`config.mk`:
```
export PLATFORM = sky130hd
export DESIGN_NAME = mspc_serial_port_ctrl
export DESIGN_NICKNAME = d
export VERILOG_FILES = /design/src/rtl/mspc_serial_port_ctrl.v
export VERILOG_INCLUDE_DIRS = /design/src /design/src/rtl
export SDC_FILE = /design/constraint.sdc
export NUM_CORES = 1
export LEC_CHECK = 0
export BUFFER_PORTS_ARGS = -buffer_cell sky130_fd_sc_hd__buf_2
export CAP_MARGIN = 15
export CORE_AREA = 5 5 207 260
export CTS_CLUSTER_SIZE = 24
export DETAILED_ROUTE_END_ITERATION = 7
export DIE_AREA = 0 0 212 265
export PLACE_DENSITY_LB_ADDON = 0.25
export SETUP_SLACK_MARGIN = 0.3
export SLEW_MARGIN = 20
export SYNTH_ARGS = -nofsm -noshare
export SYNTH_HDL_FRONTEND = slang
export SYNTH_SLANG_ARGS = --single-unit
```
`constraint.sdc`:
```
create_clock -name clk_i -period 11.03 [get_ports clk_i]
set_input_delay 0.5515 -clock clk_i [delete_from_list [all_inputs] [get_ports clk_i]]
set_output_delay 0.5515 -clock clk_i [all_outputs]
set_load 0.005 [all_outputs]
```
`src/rtl/mspc_defines.vh`:
```
// Constants for the modem serial port control block.
// Included by the design file; holds definitions only.
`ifndef MSPC_DEFINES_VH
`define MSPC_DEFINES_VH

// ---------------------------------------------------------------
// Register byte offsets
// ---------------------------------------------------------------
`define MSPC_REG_CTRL 8'h00
`define MSPC_REG_FRAME 8'h04
`define MSPC_REG_POWERUP 8'h08
`define MSPC_REG_STATUS 8'h0c
`define MSPC_REG_CMDCHAR 8'h10
`define MSPC_REG_CIRCUIT 8'h14

// ---------------------------------------------------------------
// Control fields
// ---------------------------------------------------------------
`define MSPC_CTRL_SHORT_OBRK 0
`define MSPC_CTRL_SHORT_IBRK 1
`define MSPC_CTRL_XTRASTOP 2
`define MSPC_CTRL_LAMP_MODE 3
`define MSPC_CTRL_CONSERVE 4
`define MSPC_CTRL_SEND_BRK 5
`define MSPC_CTRL_DEFAULT 6
`define MSPC_CTRL_INITIAL 7
`define MSPC_CTRL_COMM 8

// ---------------------------------------------------------------
// Framing: rate code [3:0], parity [6:4], 8 data [7], 2 stop [8]
// ---------------------------------------------------------------
`define MSPC_PAR_N 3'h0
`define MSPC_PAR_S 3'h1
`define MSPC_PAR_M 3'h2
`define MSPC_PAR_E 3'h3
`define MSPC_PAR_O 3'h4
`define MSPC_RATE_600 4'h2
`define MSPC_RATE_9600 4'h6
`define MSPC_FRAME_DEFAULT 9'h086

// ---------------------------------------------------------------
// Limits and times
// ---------------------------------------------------------------
`define MSPC_MAX_PACKET 128
`define MSPC_MAX_CMD_LEN 191
`define MSPC_CLK_MHZ 200
`define MSPC_MS_CYCLES (`MSPC_CLK_MHZ * 1000)
`define MSPC_OBRK_LONG_MS 245
`define MSPC_OIDLE_LONG_MS 100
`define MSPC_OBRK_SHORT_MAX_MS 215
`define MSPC_OBRK_SHORT_MIN_MS 35
`define MSPC_OIDLE_SHORT_MS 20
`define MSPC_IBRK_LONG_MS 210
`define MSPC_IBRK_EXTRA_MS 20

// ---------------------------------------------------------------
// Characters
// ---------------------------------------------------------------
`define MSPC_CH_CR 8'h0d
`define MSPC_CH_LF 8'h0a
`define MSPC_CH_TAB 8'h09
`define MSPC_CH_SP 8'h20
`define MSPC_CH_BEL 8'h07
`define MSPC_CH_CAN 8'h18
`define MSPC_CH_DEL 8'h7f
`define MSPC_CH_BS 8'h08
`define MSPC_CH_PLUS 8'h2b

`endif

```
`src/rtl/mspc_serial_port_ctrl.v`:
```
// Serial port control for a packet radio modem terminal port.
// Assumes one 200 MHz clock, AXI4-Lite master, async line inputs.
`timescale 1ns/1ps
`include "mspc_defines.vh"

// What this block does
// - Packets carry at most 128 data bytes
// - Assert flow control near buffer full
// - Command lines limited to 191 characters
// - Space, tab, line-feed are insignificant
// - Echo accepted characters, BEL for rejected ones
// - Backspace after error drops back past error
// - Bare circuit command reports current value
// - Framing command: letter, rate, parity, bits
// - New rate applies after CR response
// - Initial restores stored power-up framing
// - Short output break 215..35 ms, 20 idle
// - Default output break 245 ms, 100 idle
// - Short input break: 20ms and a char time (10-bit chars: char time)
// - Otherwise breaks need 210 ms, else NUL
// - Extra stop bit at 600 or below
// - Power-on circuit 01, bare communicate uses it
// - Other circuit discards and blocks data
// - Default loads 9600 N 8 1, keeps power-up
// - Lamp mode 0 blinks while queues busy
// - Lamp mode 1 follows transmitter keying
// - Terminator acts as CR, controls echo BEL
// - Control-X or DEL cancels partial command
module mspc_serial_port_ctrl #(
  parameter MS_CYCLES = `MSPC_MS_CYCLES,
  parameter EDIT_DEPTH = 256,
  parameter FULL_MARGIN = 20
) (
  input wire clk_i,
  input wire resetn_i,
  input wire clk_en_i,
  // AXI4-Lite
  input wire [7:0] s_axi_awaddr,
  input wire s_axi_awvalid,
  output wire s_axi_awready,
  input wire [31:0] s_axi_wdata,
  input wire [3:0] s_axi_wstrb,
  input wire s_axi_wvalid,
  output wire s_axi_wready,
  output reg [1:0] s_axi_bresp,
  output reg s_axi_bvalid,
  input wire s_axi_bready,
  input wire [7:0] s_axi_araddr,
  input wire s_axi_arvalid,
  output wire s_axi_arready,
  output reg [31:0] s_axi_rdata,
  output reg [1:0] s_axi_rresp,
  output reg s_axi_rvalid,
  input wire s_axi_rready,
  // Terminal characters in (already deserialised) and status
  input wire [7:0] cmd_char_i,
  input wire cmd_char_valid_i,
  input wire cmd_mode_i,
  input wire edit_push_i,
  input wire edit_pop_i,
  input wire link_up_i,
  input wire [9:0] bit_cycles_i,
  // Async line level of terminal transmit data and keying
  input wire txd_line_i,
  input wire tx_key_i,
  input wire queues_busy_i,
  input wire msg_sent_i,
  // Outputs
  output reg [7:0] echo_char_o,
  output reg echo_valid_o,
  output reg line_done_o,
  output reg report_o,
  output reg cancel_o,
  output reg flow_off_o,
  output reg rxd_break_o,
  output reg break_seen_o,
  output reg nul_seen_o,
  output reg [8:0] frame_o,
  output reg extra_stop_o,
  output reg data_mode_o,
  output reg data_pass_o,
  output reg [7:0] pkt_limit_o,
  output reg green_lamp_o,
  output reg conserve_o
);

// ---------------------------------------------------------------
// Helpers
// ---------------------------------------------------------------
function is_blank;
  input [7:0] c;
  begin
    is_blank = (c == `MSPC_CH_SP) || (c == `MSPC_CH_TAB) ||
      (c == `MSPC_CH_LF);
  end
endfunction

localparam [7:0] MAX_LEN = `MSPC_MAX_CMD_LEN;
localparam [8:0] DEPTH = EDIT_DEPTH;
localparam [8:0] MARGIN = FULL_MARGIN;

// ---------------------------------------------------------------
// Input synchroniser and ms tick
// ---------------------------------------------------------------
reg txd_meta;
reg txd_sync;
reg key_meta;
reg key_sync;
reg [17:0] ms_cnt;
wire ms_tick = (ms_cnt == MS_CYCLES - 1);

always @(posedge clk_i)
begin
  if (!resetn_i)
  begin
    txd_meta <= 1'b1;
    txd_sync <= 1'b1;
    key_meta <= 1'b0;
    key_sync <= 1'b0;
    ms_cnt <= 18'h00000;
  end
  else if (clk_en_i)
  begin
    txd_meta <= txd_line_i;
    txd_sync <= txd_meta;
    key_meta <= tx_key_i;
    key_sync <= key_meta;
    ms_cnt <= ms_tick ? 18'h00000 : ms_cnt + 18'h00001;
  end
end

// ---------------------------------------------------------------
// Configuration registers
// ---------------------------------------------------------------
reg short_obrk, short_ibrk, xtrastop, lamp_mode;
reg [8:0] powerup;
reg [7:0] term_char;
reg [7:0] circuit;
reg send_brk_req;
reg [8:0] pending_frame;
reg pending_rate;

wire wr_go = s_axi_awvalid && s_axi_wvalid && !s_axi_bvalid;
wire rd_go = s_axi_arvalid && !s_axi_rvalid;
assign s_axi_awready = wr_go;
assign s_axi_wready = wr_go;
assign s_axi_arready = rd_go;
wire [31:0] wd = s_axi_wdata;
wire [8:0] wframe = wd[8:0];
wire frame_ok = (wd[3:0] != 4'h0) && (wd[6:4] <= `MSPC_PAR_O) &&
  !(wd[6:4] == `MSPC_PAR_N && !wd[7] && !wd[8]) &&
  !(wd[6:4] != `MSPC_PAR_N && wd[7] && wd[8]);
reg err_flag;
reg [8:0] edit_cnt;
reg [1:0] ob_state;
localparam [1:0] OB_IDLE = 2'h0;
wire brk_start = (ob_state == OB_IDLE) && send_brk_req;

always @(posedge clk_i)
begin
  if (!resetn_i)
  begin
    short_obrk <= 1'b0;
    short_ibrk <= 1'b0;
    xtrastop <= 1'b0;
    lamp_mode <= 1'b0;
    conserve_o <= 1'b0;
    powerup <= `MSPC_FRAME_DEFAULT;
    frame_o <= `MSPC_FRAME_DEFAULT;
    term_char <= `MSPC_CH_PLUS;
    circuit <= 8'h01;
    data_mode_o <= 1'b0;
    send_brk_req <= 1'b0;
    pending_frame <= `MSPC_FRAME_DEFAULT;
    pending_rate <= 1'b0;
    report_o <= 1'b0;
    s_axi_bvalid <= 1'b0;
    s_axi_bresp <= 2'b00;
  end
  else if (clk_en_i)
  begin
    report_o <= 1'b0;
    if (s_axi_bvalid && s_axi_bready)
      s_axi_bvalid <= 1'b0;
    if (brk_start)
      send_brk_req <= 1'b0;
    // New rate waits for end of response line
    if (pending_rate && line_done_o)
    begin
      frame_o <= pending_frame;
      pending_rate <= 1'b0;
    end
    if (!cmd_mode_i && data_mode_o)
      data_mode_o <= data_mode_o;
    if (wr_go)
    begin
      s_axi_bvalid <= 1'b1;
      s_axi_bresp <= 2'b00;
      case (s_axi_awaddr)
        `MSPC_REG_CTRL:
        begin
          if (s_axi_wstrb[0])
          begin
            short_obrk <= wd[`MSPC_CTRL_SHORT_OBRK];
            short_ibrk <= wd[`MSPC_CTRL_SHORT_IBRK];
            xtrastop <= wd[`MSPC_CTRL_XTRASTOP];
            lamp_mode <= wd[`MSPC_CTRL_LAMP_MODE];
            conserve_o <= wd[`MSPC_CTRL_CONSERVE];
            if (wd[`MSPC_CTRL_SEND_BRK])
              send_brk_req <= 1'b1;
            if (wd[`MSPC_CTRL_DEFAULT])
            begin
              frame_o <= `MSPC_FRAME_DEFAULT;
              short_obrk <= 1'b0;
              short_ibrk <= 1'b0;
              xtrastop <= 1'b0;
              lamp_mode <= 1'b0;
              conserve_o <= 1'b0;
              term_char <= `MSPC_CH_PLUS;
              pending_rate <= 1'b0;
            end
            if (wd[`MSPC_CTRL_INITIAL])
              frame_o <= powerup;
          end
          if (s_axi_wstrb[1])
            data_mode_o <= wd[`MSPC_CTRL_COMM];
        end
        `MSPC_REG_FRAME:
          if (frame_ok)
          begin
            pending_frame <= wframe;
            pending_rate <= 1'b1;
          end
          else
            s_axi_bresp <= 2'b10;
        `MSPC_REG_POWERUP:
          if (frame_ok)
            powerup <= wframe;
          else
            s_axi_bresp <= 2'b10;
        `MSPC_REG_CMDCHAR:
          if (s_axi_wstrb[0])
            term_char <= wd[7:0];
        `MSPC_REG_CIRCUIT:
          if (s_axi_wstrb[0])
          begin
            // A bare write of zero keeps the circuit, reports it
            if (wd[7:0] == 8'h00)
              report_o <= 1'b1;
            else
              circuit <= wd[7:0];
          end
        default:
          s_axi_bresp <= 2'b10;
      endcase
    end
  end
end

// ---------------------------------------------------------------
// Register read
// ---------------------------------------------------------------
always @(posedge clk_i)
begin
  if (!resetn_i)
  begin
    s_axi_rvalid <= 1'b0;
    s_axi_rdata <= 32'h00000000;
    s_axi_rresp <= 2'b00;
  end
  else if (clk_en_i)
  begin
    if (s_axi_rvalid && s_axi_rready)
      s_axi_rvalid <= 1'b0;
    if (rd_go)
    begin
      s_axi_rvalid <= 1'b1;
      s_axi_rresp <= 2'b00;
      case (s_axi_araddr)
        `MSPC_REG_CTRL:
          s_axi_rdata <= {23'h000000, data_mode_o, 3'h0, conserve_o,
            lamp_mode, xtrastop, short_ibrk, short_obrk};
        `MSPC_REG_FRAME:
          s_axi_rdata <= {23'h000000, frame_o};
        `MSPC_REG_POWERUP:
          s_axi_rdata <= {23'h000000, powerup};
        `MSPC_REG_STATUS:
          s_axi_rdata <= {18'h00000, edit_cnt, flow_off_o, err_flag,
            rxd_break_o, pending_rate, data_pass_o};
        `MSPC_REG_CMDCHAR:
          s_axi_rdata <= {24'h000000, term_char};
        `MSPC_REG_CIRCUIT:
          s_axi_rdata <= {24'h000000, circuit};
        default:
        begin
          s_axi_rdata <= 32'h00000000;
          s_axi_rresp <= 2'b10;
        end
      endcase
    end
  end
end

// ---------------------------------------------------------------
// Command line entry
// ---------------------------------------------------------------
reg [7:0] cmd_len;
reg [7:0] err_pos;
wire is_term = (cmd_char_i == `MSPC_CH_CR) || (cmd_char_i == term_char);
wire is_cancel = (cmd_char_i == `MSPC_CH_CAN) ||
  (cmd_char_i == `MSPC_CH_DEL);
wire is_ctrl = (cmd_char_i < `MSPC_CH_SP);

always @(posedge clk_i)
begin
  if (!resetn_i)
  begin
    cmd_len <= 8'h00;
    err_pos <= 8'h00;
    err_flag <= 1'b0;
    echo_char_o <= 8'h00;
    echo_valid_o <= 1'b0;
    line_done_o <= 1'b0;
    cancel_o <= 1'b0;
  end
  else if (clk_en_i)
  begin
    echo_valid_o <= 1'b0;
    line_done_o <= 1'b0;
    cancel_o <= 1'b0;
    if (cmd_char_valid_i && cmd_mode_i)
    begin
      if (is_term)
      begin
        line_done_o <= 1'b1;
        cmd_len <= 8'h00;
        err_flag <= 1'b0;
      end
      else if (is_cancel)
      begin
        cancel_o <= 1'b1;
        cmd_len <= 8'h00;
        err_flag <= 1'b0;
      end
      else if (cmd_char_i == `MSPC_CH_BS)
      begin
        if (err_flag)
        begin
          cmd_len <= err_pos;
          err_flag <= 1'b0;
        end
        else if (cmd_len != 8'h00)
          cmd_len <= cmd_len - 8'h01;
      end
      else if (is_blank(cmd_char_i))
        cmd_len <= cmd_len;
      else if (is_ctrl)
      begin
        echo_char_o <= `MSPC_CH_BEL;
        echo_valid_o <= 1'b1;
      end
      else if (cmd_len >= MAX_LEN - 8'h01)
      begin
        // Room only for the terminator
        echo_char_o <= `MSPC_CH_BEL;
        echo_valid_o <= 1'b1;
        if (!err_flag)
          err_pos <= cmd_len;
        err_flag <= 1'b1;
      end
      else
      begin
        cmd_len <= cmd_len + 8'h01;
        echo_char_o <= cmd_char_i;
        echo_valid_o <= !err_flag;
      end
    end
  end
end

// ---------------------------------------------------------------
// Edit buffer fill and flow control
// ---------------------------------------------------------------
always @(posedge clk_i)
begin
  if (!resetn_i)
  begin
    edit_cnt <= 9'h000;
    flow_off_o <= 1'b0;
    pkt_limit_o <= 8'h00;
  end
  else if (clk_en_i)
  begin
    if (edit_push_i && !edit_pop_i && edit_cnt != DEPTH)
      edit_cnt <= edit_cnt + 9'h001;
    else if (edit_pop_i && !edit_push_i && edit_cnt != 9'h000)
      edit_cnt <= edit_cnt - 9'h001;
    flow_off_o <= (edit_cnt >= DEPTH - MARGIN) || !link_up_i;
    pkt_limit_o <= (edit_cnt > 9'd128) ? 8'd128 : edit_cnt[7:0];
  end
end

// ---------------------------------------------------------------
// Output break generator
// ---------------------------------------------------------------
reg [7:0] ob_ms;
localparam [1:0] OB_BRK = 2'h1;
localparam [1:0] OB_STOP = 2'h2;
// Short break shrinks 28 ms per rate step, floor 35 ms
wire [7:0] short_ms = (frame_o[3:0] > 4'h6) ?
  8'd35 : 8'd215 - {2'h0, frame_o[3:0], 2'h0} * 8'd7;

always @(posedge clk_i)
begin
  if (!resetn_i)
  begin
    ob_state <= OB_IDLE;
    ob_ms <= 8'h00;
    rxd_break_o <= 1'b0;
  end
  else if (clk_en_i)
  begin
    case (ob_state)
      OB_IDLE:
        if (send_brk_req)
        begin
          ob_state <= OB_BRK;
          rxd_break_o <= 1'b1;
          ob_ms <= short_obrk ? short_ms : 8'd245;
        end
      OB_BRK:
        if (ms_tick)
        begin
          if (ob_ms == 8'h01)
          begin
            ob_state <= OB_STOP;
            rxd_break_o <= 1'b0;
            ob_ms <= short_obrk ? 8'd20 : 8'd100;
          end
          else
            ob_ms <= ob_ms - 8'h01;
        end
      OB_STOP:
        if (ms_tick)
        begin
          if (ob_ms == 8'h01)
            ob_state <= OB_IDLE;
          else
            ob_ms <= ob_ms - 8'h01;
        end
      default:
        ob_state <= OB_IDLE;
    endcase
  end
end

// ---------------------------------------------------------------
// Input break detector
// ---------------------------------------------------------------
reg [7:0] low_ms;
reg [17:0] low_cyc;
reg low_prev;
wire [3:0] bits = 4'd9 + {3'h0, frame_o[7]} + {3'h0, frame_o[8]} +
  {3'h0, frame_o[6:4] != `MSPC_PAR_N};
wire [17:0] char_cyc = bit_cycles_i * bits;
wire [17:0] ten_cyc = bit_cycles_i * 4'd10;
wire short_hit = (low_ms >= `MSPC_IBRK_EXTRA_MS &&
  low_cyc >= char_cyc) || (bits == 4'd10 && low_cyc >= ten_cyc);
wire brk_hit = short_ibrk ? short_hit : (low_ms >= 8'd210);

always @(posedge clk_i)
begin
  if (!resetn_i)
  begin
    low_ms <= 8'h00;
    low_cyc <= 18'h00000;
    low_prev <= 1'b0;
    break_seen_o <= 1'b0;
    nul_seen_o <= 1'b0;
  end
  else if (clk_en_i)
  begin
    break_seen_o <= 1'b0;
    nul_seen_o <= 1'b0;
    if (!txd_sync)
    begin
      if (low_cyc != 18'h3ffff)
        low_cyc <= low_cyc + 18'h00001;
      if (ms_tick && low_ms != 8'hff)
        low_ms <= low_ms + 8'h01;
      low_prev <= 1'b1;
    end
    else
    begin
      if (low_prev && low_cyc >= char_cyc)
      begin
        break_seen_o <= brk_hit;
        nul_seen_o <= !brk_hit;
      end
      low_ms <= 8'h00;
      low_cyc <= 18'h00000;
      low_prev <= 1'b0;
    end
  end
end

// ---------------------------------------------------------------
// Stop bits, circuit gate and lamp
// ---------------------------------------------------------------
reg [7:0] blink_ms;
always @(posedge clk_i)
begin
  if (!resetn_i)
  begin
    extra_stop_o <= 1'b0;
    data_pass_o <= 1'b0;
    green_lamp_o <= 1'b0;
    blink_ms <= 8'h00;
  end
  else if (clk_en_i)
  begin
    extra_stop_o <= xtrastop && frame_o[3:0] <= `MSPC_RATE_600;
    data_pass_o <= data_mode_o && circuit == 8'h01;
    if (lamp_mode)
      green_lamp_o <= key_sync;
    else if (msg_sent_i)
    begin
      green_lamp_o <= 1'b1;
      blink_ms <= 8'd50;
    end
    else if (blink_ms != 8'h00)
    begin
      if (ms_tick)
        blink_ms <= blink_ms - 8'h01;
    end
    else if (queues_busy_i && ms_tick)
      green_lamp_o <= !green_lamp_o;
    else if (!queues_busy_i)
      green_lamp_o <= 1'b0;
  end
end

endmodule // mspc_serial_port_ctrl

```
# Word level (Yosys, flattened, before mapping)
# Index checks and enable logic that the tools add are counted.
[totals] register_bits=209 latchBits=0 ramBits=0 romBits=0 in_bits=87 out_inout_bits=79 wordCells=320 memories=0
[op_classes] n_addsub=13 multipliers=3 div_mod_pow=0 magnitude_cmp=11 eq_ne=41 n_shift=0 muxes=107 bitwise=8 n_reduce_logical=91
[op_table] cell="2-to-1 mux 8 bit" count=26
[op_table] cell="one-hot mux 14 bit (6 select lines)" count=1
[op_table] cell="2-to-1 mux 9 bit" count=8
[op_table] cell="equality test 8 x 4 -> 1 bit, second input constant" count=7
[op_table] cell="2-to-1 mux 1 bit" count=55
[op_table] cell="2-to-1 mux 18 bit" count=3
[op_table] cell="equality test 8 x 5 -> 1 bit, second input constant" count=5
[op_table] cell="adder 18 x 1 -> 18 bit, second input constant" count=2
[op_table] cell=">= comparator 18 x 14 -> 1 bit" count=2
[op_table] cell="AND reduction 6 bit" count=5
[op_table] cell="logical AND 1 bit" count=26
[op_table] cell="zero test 8 bit" count=3
[op_table] cell="one-hot mux 8 bit (3 select lines)" count=1
[op_table] cell="subtractor 8 x 1 -> 8 bit, second input constant" count=3
[op_table] cell="AND reduction 4 bit" count=5
[op_table] cell="equality test 18 bit, second input constant" count=1
[op_table] cell="inequality test 18 bit, second input constant" count=1
[op_table] cell="inequality test 2 bit, second input constant" count=9
[op_table] cell="nonzero test 2 bit" count=9
[op_table] cell="adder 8 x 1 -> 8 bit, second input constant" count=2
[op_table] cell="equality test 8 x 1 -> 1 bit, second input constant" count=2
[op_table] cell="equality test 8 x 3 -> 1 bit, second input constant" count=2
[op_table] cell=">= comparator 8 bit, second input constant" count=2
[op_table] cell="one-hot mux 8 bit (2 select lines)" count=1
[op_table] cell="other kinds (49)" count=93

# Depth between registers and ports, before layout
[logic_depth] depth_word=11 ltp_mapped=25 mapped_depth_nobuf=24

# Worst setup path after synthesis
# No wires, ideal clock.
[synth_path] path_type="flip-flop to flip-flop" startpoint="register frame_o[4]" endpoint="register nul_seen_o" setup_time_ns=0.117 arrival_ns=5.094 required_time_ns=10.913 path_slack_ns=5.819 stages_incl_launch_ff=25 path_buffers=1 period_less_slack_ns=5.211 cell_sequence="dfxtp_1 nor3_1 ha_1 inv_1 ha_1 ha_1 clkbuf_1 nand2_1 fa_1 inv_1 fa_1 inv_1 fa_1 nor2b_1 o21ai_0 a21o_1 a31oi_1 and4b_1 nor3_1 ha_1 nor2b_1 o21ai_0 nand3b_1 or3_1 a32o_1"
[synth_between] elab_chain_len=10 elab_cells_between_ends=13 classes_between="add/sub (1); mul (1); order compare (1); eq/ne (1); mux (3); reduce/logical (6)"
[synth_rtl] item="start, declared" line_no="mspc_serial_port_ctrl.v:78" source="output reg [8:0] frame_o,"
[synth_rtl] item="start signal, assigned" line_no="mspc_serial_port_ctrl.v:169" source="frame_o <= `MSPC_FRAME_DEFAULT;"
[synth_rtl] item="start signal, assigned" line_no="mspc_serial_port_ctrl.v:190" source="frame_o <= pending_frame;"
[synth_rtl] item="start signal, assigned" line_no="mspc_serial_port_ctrl.v:213" source="frame_o <= `MSPC_FRAME_DEFAULT;"
[synth_rtl] item="nonzero test 3 bit (no line) *"
[synth_rtl] item="adder 4 x 1 -> 4 bit *" line_no="mspc_serial_port_ctrl.v:463" source="wire [3:0] bits = 4'd9 + {3'h0, frame_o[7]} + {3'h0, frame_o[8]} +"
[synth_rtl] item="multiplier 10 x 4 -> 14 bit" line_no="mspc_serial_port_ctrl.v:465" source="wire [17:0] char_cyc = bit_cycles_i * bits;"
[synth_rtl] item=">= comparator 18 x 14 -> 1 bit" line_no="mspc_serial_port_ctrl.v:468, mspc_serial_port_ctrl.v:495"
[synth_rtl] item="logical AND 1 bit" line_no="mspc_serial_port_ctrl.v:467" source="wire short_hit = (low_ms >= `MSPC_IBRK_EXTRA_MS &&"
[synth_rtl] item="logical OR 1 bit" line_no="mspc_serial_port_ctrl.v:467"
[synth_rtl] item="2-to-1 mux 1 bit" line_no="mspc_serial_port_ctrl.v:469" source="wire brk_hit = short_ibrk ? short_hit : (low_ms >= 8'd210);"
[synth_rtl] item="zero test 1 bit" line_no="mspc_serial_port_ctrl.v:498" source="nul_seen_o <= !brk_hit;"
[synth_rtl] item="2-to-1 mux 1 bit *" line_no="mspc_serial_port_ctrl.v:495" source="if (low_prev && low_cyc >= char_cyc)"
[synth_rtl] item="2-to-1 mux 1 bit *" line_no="mspc_serial_port_ctrl.v:485" source="if (!txd_sync)"
[synth_rtl] item="end signal, assigned" line_no="mspc_serial_port_ctrl.v:498"
[synth_rtl] item="end, declared" line_no="mspc_serial_port_ctrl.v:77" source="output reg nul_seen_o,"
# Every way passes the cells marked *; elsewhere a longest branch is shown, timed or not.
# A chain may end at the register's enable or synchronous reset.

# Worst setup path in the final report
# Same ends and word-level chain as after synthesis.

==> flow_metrics.tcl <==
set metrics [dict create \
    htreeDepth 4 \
    synth_edf_count 0 \
    placementRows 93 \
    ys.flop_type "dfxtp_1" \
    antenna_found_initial 0 \
    rsz0062_at_grt "false" \
    r2r-end "nul_seen_o" \
    final_nets 1800 \
    post-route-util_pct 28.0 \
    min_period_ps 5930 \
    synth_cell_type_count 89 \
    clock_tree.root_cell "clkbuf_16" \
    initial_core_util_pct 24.7 \
    clock_latency_ps 450 \
    period_share_pct 53.8 \
    postSynthCellCount 1523 \
    clk_pin_slew_ps 80 \
    grt_max_degree 84 \
    max_freq_mhz 169 \
    hold_class "input pin to register" \
    synth.avg_cell_area_um2 8.29 \
    place_hpwl_mm 27.7 \
    netlist_area_mm2 0.0126 \
    vias_per_cell 4.87 \
    port_buffers 120 \
    gp_congestion 0.807 \
    grt_pass1_wl_mm 59.7 \
    endpoint_kind "register" \
    synth_warnings 0 \
    cts_setup_buffers 0 \
    grt_pass1_vias 10943 \
    grt_use_total_pct 13.2 \
    place_area_mm2 0.0137 \
    first_pass_iters 5 \
    cap_violations 0 \
    die_x_um 212 \
    worstHoldEndpoint "flow_off_o" \
    holdCritStartpoint "link_up_i" \
    ant_nets 0 \
    r2r_setup_slack_ps 5100 \
    slew_headroom_pct 35.1 \
    async_reset_ff_share_pct 0 \
    grt_overflow 0 \
    whs_path_depth 2 \
    core_mm2 0.0511 \
    area_growth_pct 13.4 \
    required_ps 11420 \
    cts_hold_buf 0 \
    dieArea_mm2 0.0562 \
    ys_seq_area_share_pct 30.0 \
    status "finished, final reports clean" \
    critPathLaunchType "register" \
    finalHoldViolations 0 \
    worstRegToRegCells 22 \
    clock_sinks 189 \
    clock_path_buffers 2 \
    final_layout_size_suffix_gt1_share_pct 13.3 \
    final_area_mm2 0.0143 \
    ctsResizeCount 0 \
    p_per_area_mw_per_mm2 127 \
    io_pins 166 \
    arrival_ps 6320 \
    report.final.slew_viol_count 0 \
    path_max_fanout 9 \
    drc 0 \
    fin_skew_ps 13.7 \
    critical_path_class "register to register" \
    peakVddDrop_mv 0.100 \
    wire_per_inst_um 16.5 \
    vias 11088 \
    final.setup.tns_ps 0 \
    cts_tree "built" \
    drtIter0Drc 650 \
    ys_ff_latch 189 \
    worst_pin_slew_ps 974 \
    p_leak_nw 5.73 \
    totalWireLength_mm 37.5 \
    finalSetupViolCount 0 \
    numCtsBuffers 17 \
    die_y_um 265 \
    reg2reg_from "frame_o[4]" \
]
placed cells by master, fill, tap and decap left out, types with 9 or more instances in the layout:
cell       Yosys  layout
a211oi_1      13      13
a21o_1        11      11
a21oi_1      100     100
a221oi_1      13      13
a31oi_1       13      13
and2_1        10      10
and3_1        10      10
buf_2          9     120
clkbuf_16      0      17
conb_1         1      20
dfxtp_1      189     189
fa_1          22      22
ha_1          94      94
inv_1         79      79
mux2_2        26      26
mux2i_1       44      44
nand2_1      152     152
nand2b_1      15      15
nand3_1       47      47
nand4_1       36      36
nor2_1       168     168
nor2b_1       20      20
nor3_1        40      39
nor3b_1       12      12
nor4_1         9       9
o211ai_1      13      13
o21ai_0       65      65
or3_1         13      13
or4_1         14      14
xnor2_1       51      51
xor2_1        30      30
cells by family (layout without fill, tap and decap cells):
group / after synthesis / after routing / synth area share (%)
simple gates: 592 / 592 / 24.0
other cells: 1 / 21 / 0.0297
fa+ha+maj: 116 / 116 / 12.8
xor+xnor: 81 / 81 / 5.62
compound gates: 303 / 303 / 15.7
buf+inv: 170 / 237 / 5.92
mux: 71 / 71 / 5.99
flops: 189 / 189 / 30.0
registers in the layout, summed over array words and instances, names as in the netlist, 2 cells and up:
signal,flops
powerup,9
cmd_len,8
low_cyc,18
pkt_limit_o,8
ob_ms,8
low_ms,8
frame_o,9
s_axi_rdata,14
err_pos,8
term_char,8
edit_cnt,9
ms_cnt,18
circuit,8
blink_ms,8
ob_state,2
echo_char_o,8
pending_frame,9
power breakdown:
group	switching, mW	leakage (nW)	internal [mW]
combinational	0.265	3.92	0.192
sequential	0.0329	1.53	0.703
clock	0.299	0.279	0.324
per-stage QoR:
step / std cells / worst slack (ps) / total power, mW / hold slack (ps)
CTS: 2274 / 5000 / 1.85 / 298
detailed placement: 2243 / 5070 / 1.21 / 442
floorplan: 1542 / 5820 / 1.08 / 434
finish: 2275 / 5100 / 1.82 / 324
global placement: 2243 / 5090 / 1.20 / 442
global route: 2274 / 4590 / 1.94 / 303
worst max-delay path, stage by stage (launching register included):
cell       delay (ps)
dfxtp_1           430
nor3_1            100
ha_1              280
inv_1              50
ha_1              180
ha_1              550
nand2_1           140
fa_1              510
inv_1              50
fa_1              520
inv_1              60
fa_1              460
nor2b_1           120
o21ai_0           120
a21o_1            220
a31oi_1           300
and4b_1           250
nor3_1             50
ha_1              280
nand4_1           150
a2111oi_0         640
or3_1             230
a32o_1            150
area by class of cell:
type                    count  area (um^2)
flip-flops and latches    189         3780
well taps                 665          832
clock buffers              19          443
clock inverters            12          126
repair buffers            126          646
inverters                  80          303
multi-input cells        1183         8180
fillers                  5497        36800
diodes                      1         2.50
worst max path at each step:
stage	startpoint	endpoint	depth (start not counted)
2_1_floorplan	frame_o[4]	nul_seen_o	24
3_3_place_gp	frame_o[4]	nul_seen_o	22
3_5_place_dp	frame_o[4]	nul_seen_o	22
4_1_cts	frame_o[4]	nul_seen_o	22
5_1_grt	frame_o[4]	nul_seen_o	22
6_report	frame_o[4]	nul_seen_o	22
Yosys cell counts, drive strengths merged (13+ instances only):
master	number	area share, %
buf	38	2.0
nand3	47	1.9
a221oi	13	0.90
nor2	168	5.0
dfxtp	189	30
mux2	26	2.3
or4	14	0.83
a31oi	14	0.81
nand2b	15	0.74
or3	14	0.73
nor3b	16	1.2
nor3	45	2.1
nor2b	20	0.99
a21oi	100	4.0
inv	80	2.4
ha	94	9.3
nand2	152	4.5
xnor2	51	3.5
xor2	30	2.1
a211oi	13	0.77
nand4	36	1.8
mux2i	44	3.5
fa	22	3.5
o21ai	70	2.8
o211ai	13	0.77
clkbuf	52	1.5
per-layer routing:
layer | track usage, % | routed length [um] | part of all wire (%) | vias up
met3 | 3.09 | 1770 | 4.7 | 29
met4 | 3.48 | 626 | 1.7 | 0
met1 | 16.4 | 16900 | 45 | 5347
met5 | 0 | 0 | 0 | -
met2 | 22.8 | 18200 | 48 | 191
li1 | - | - | - | 5521
Note: power is estimated with default switching activity, not from simulation.
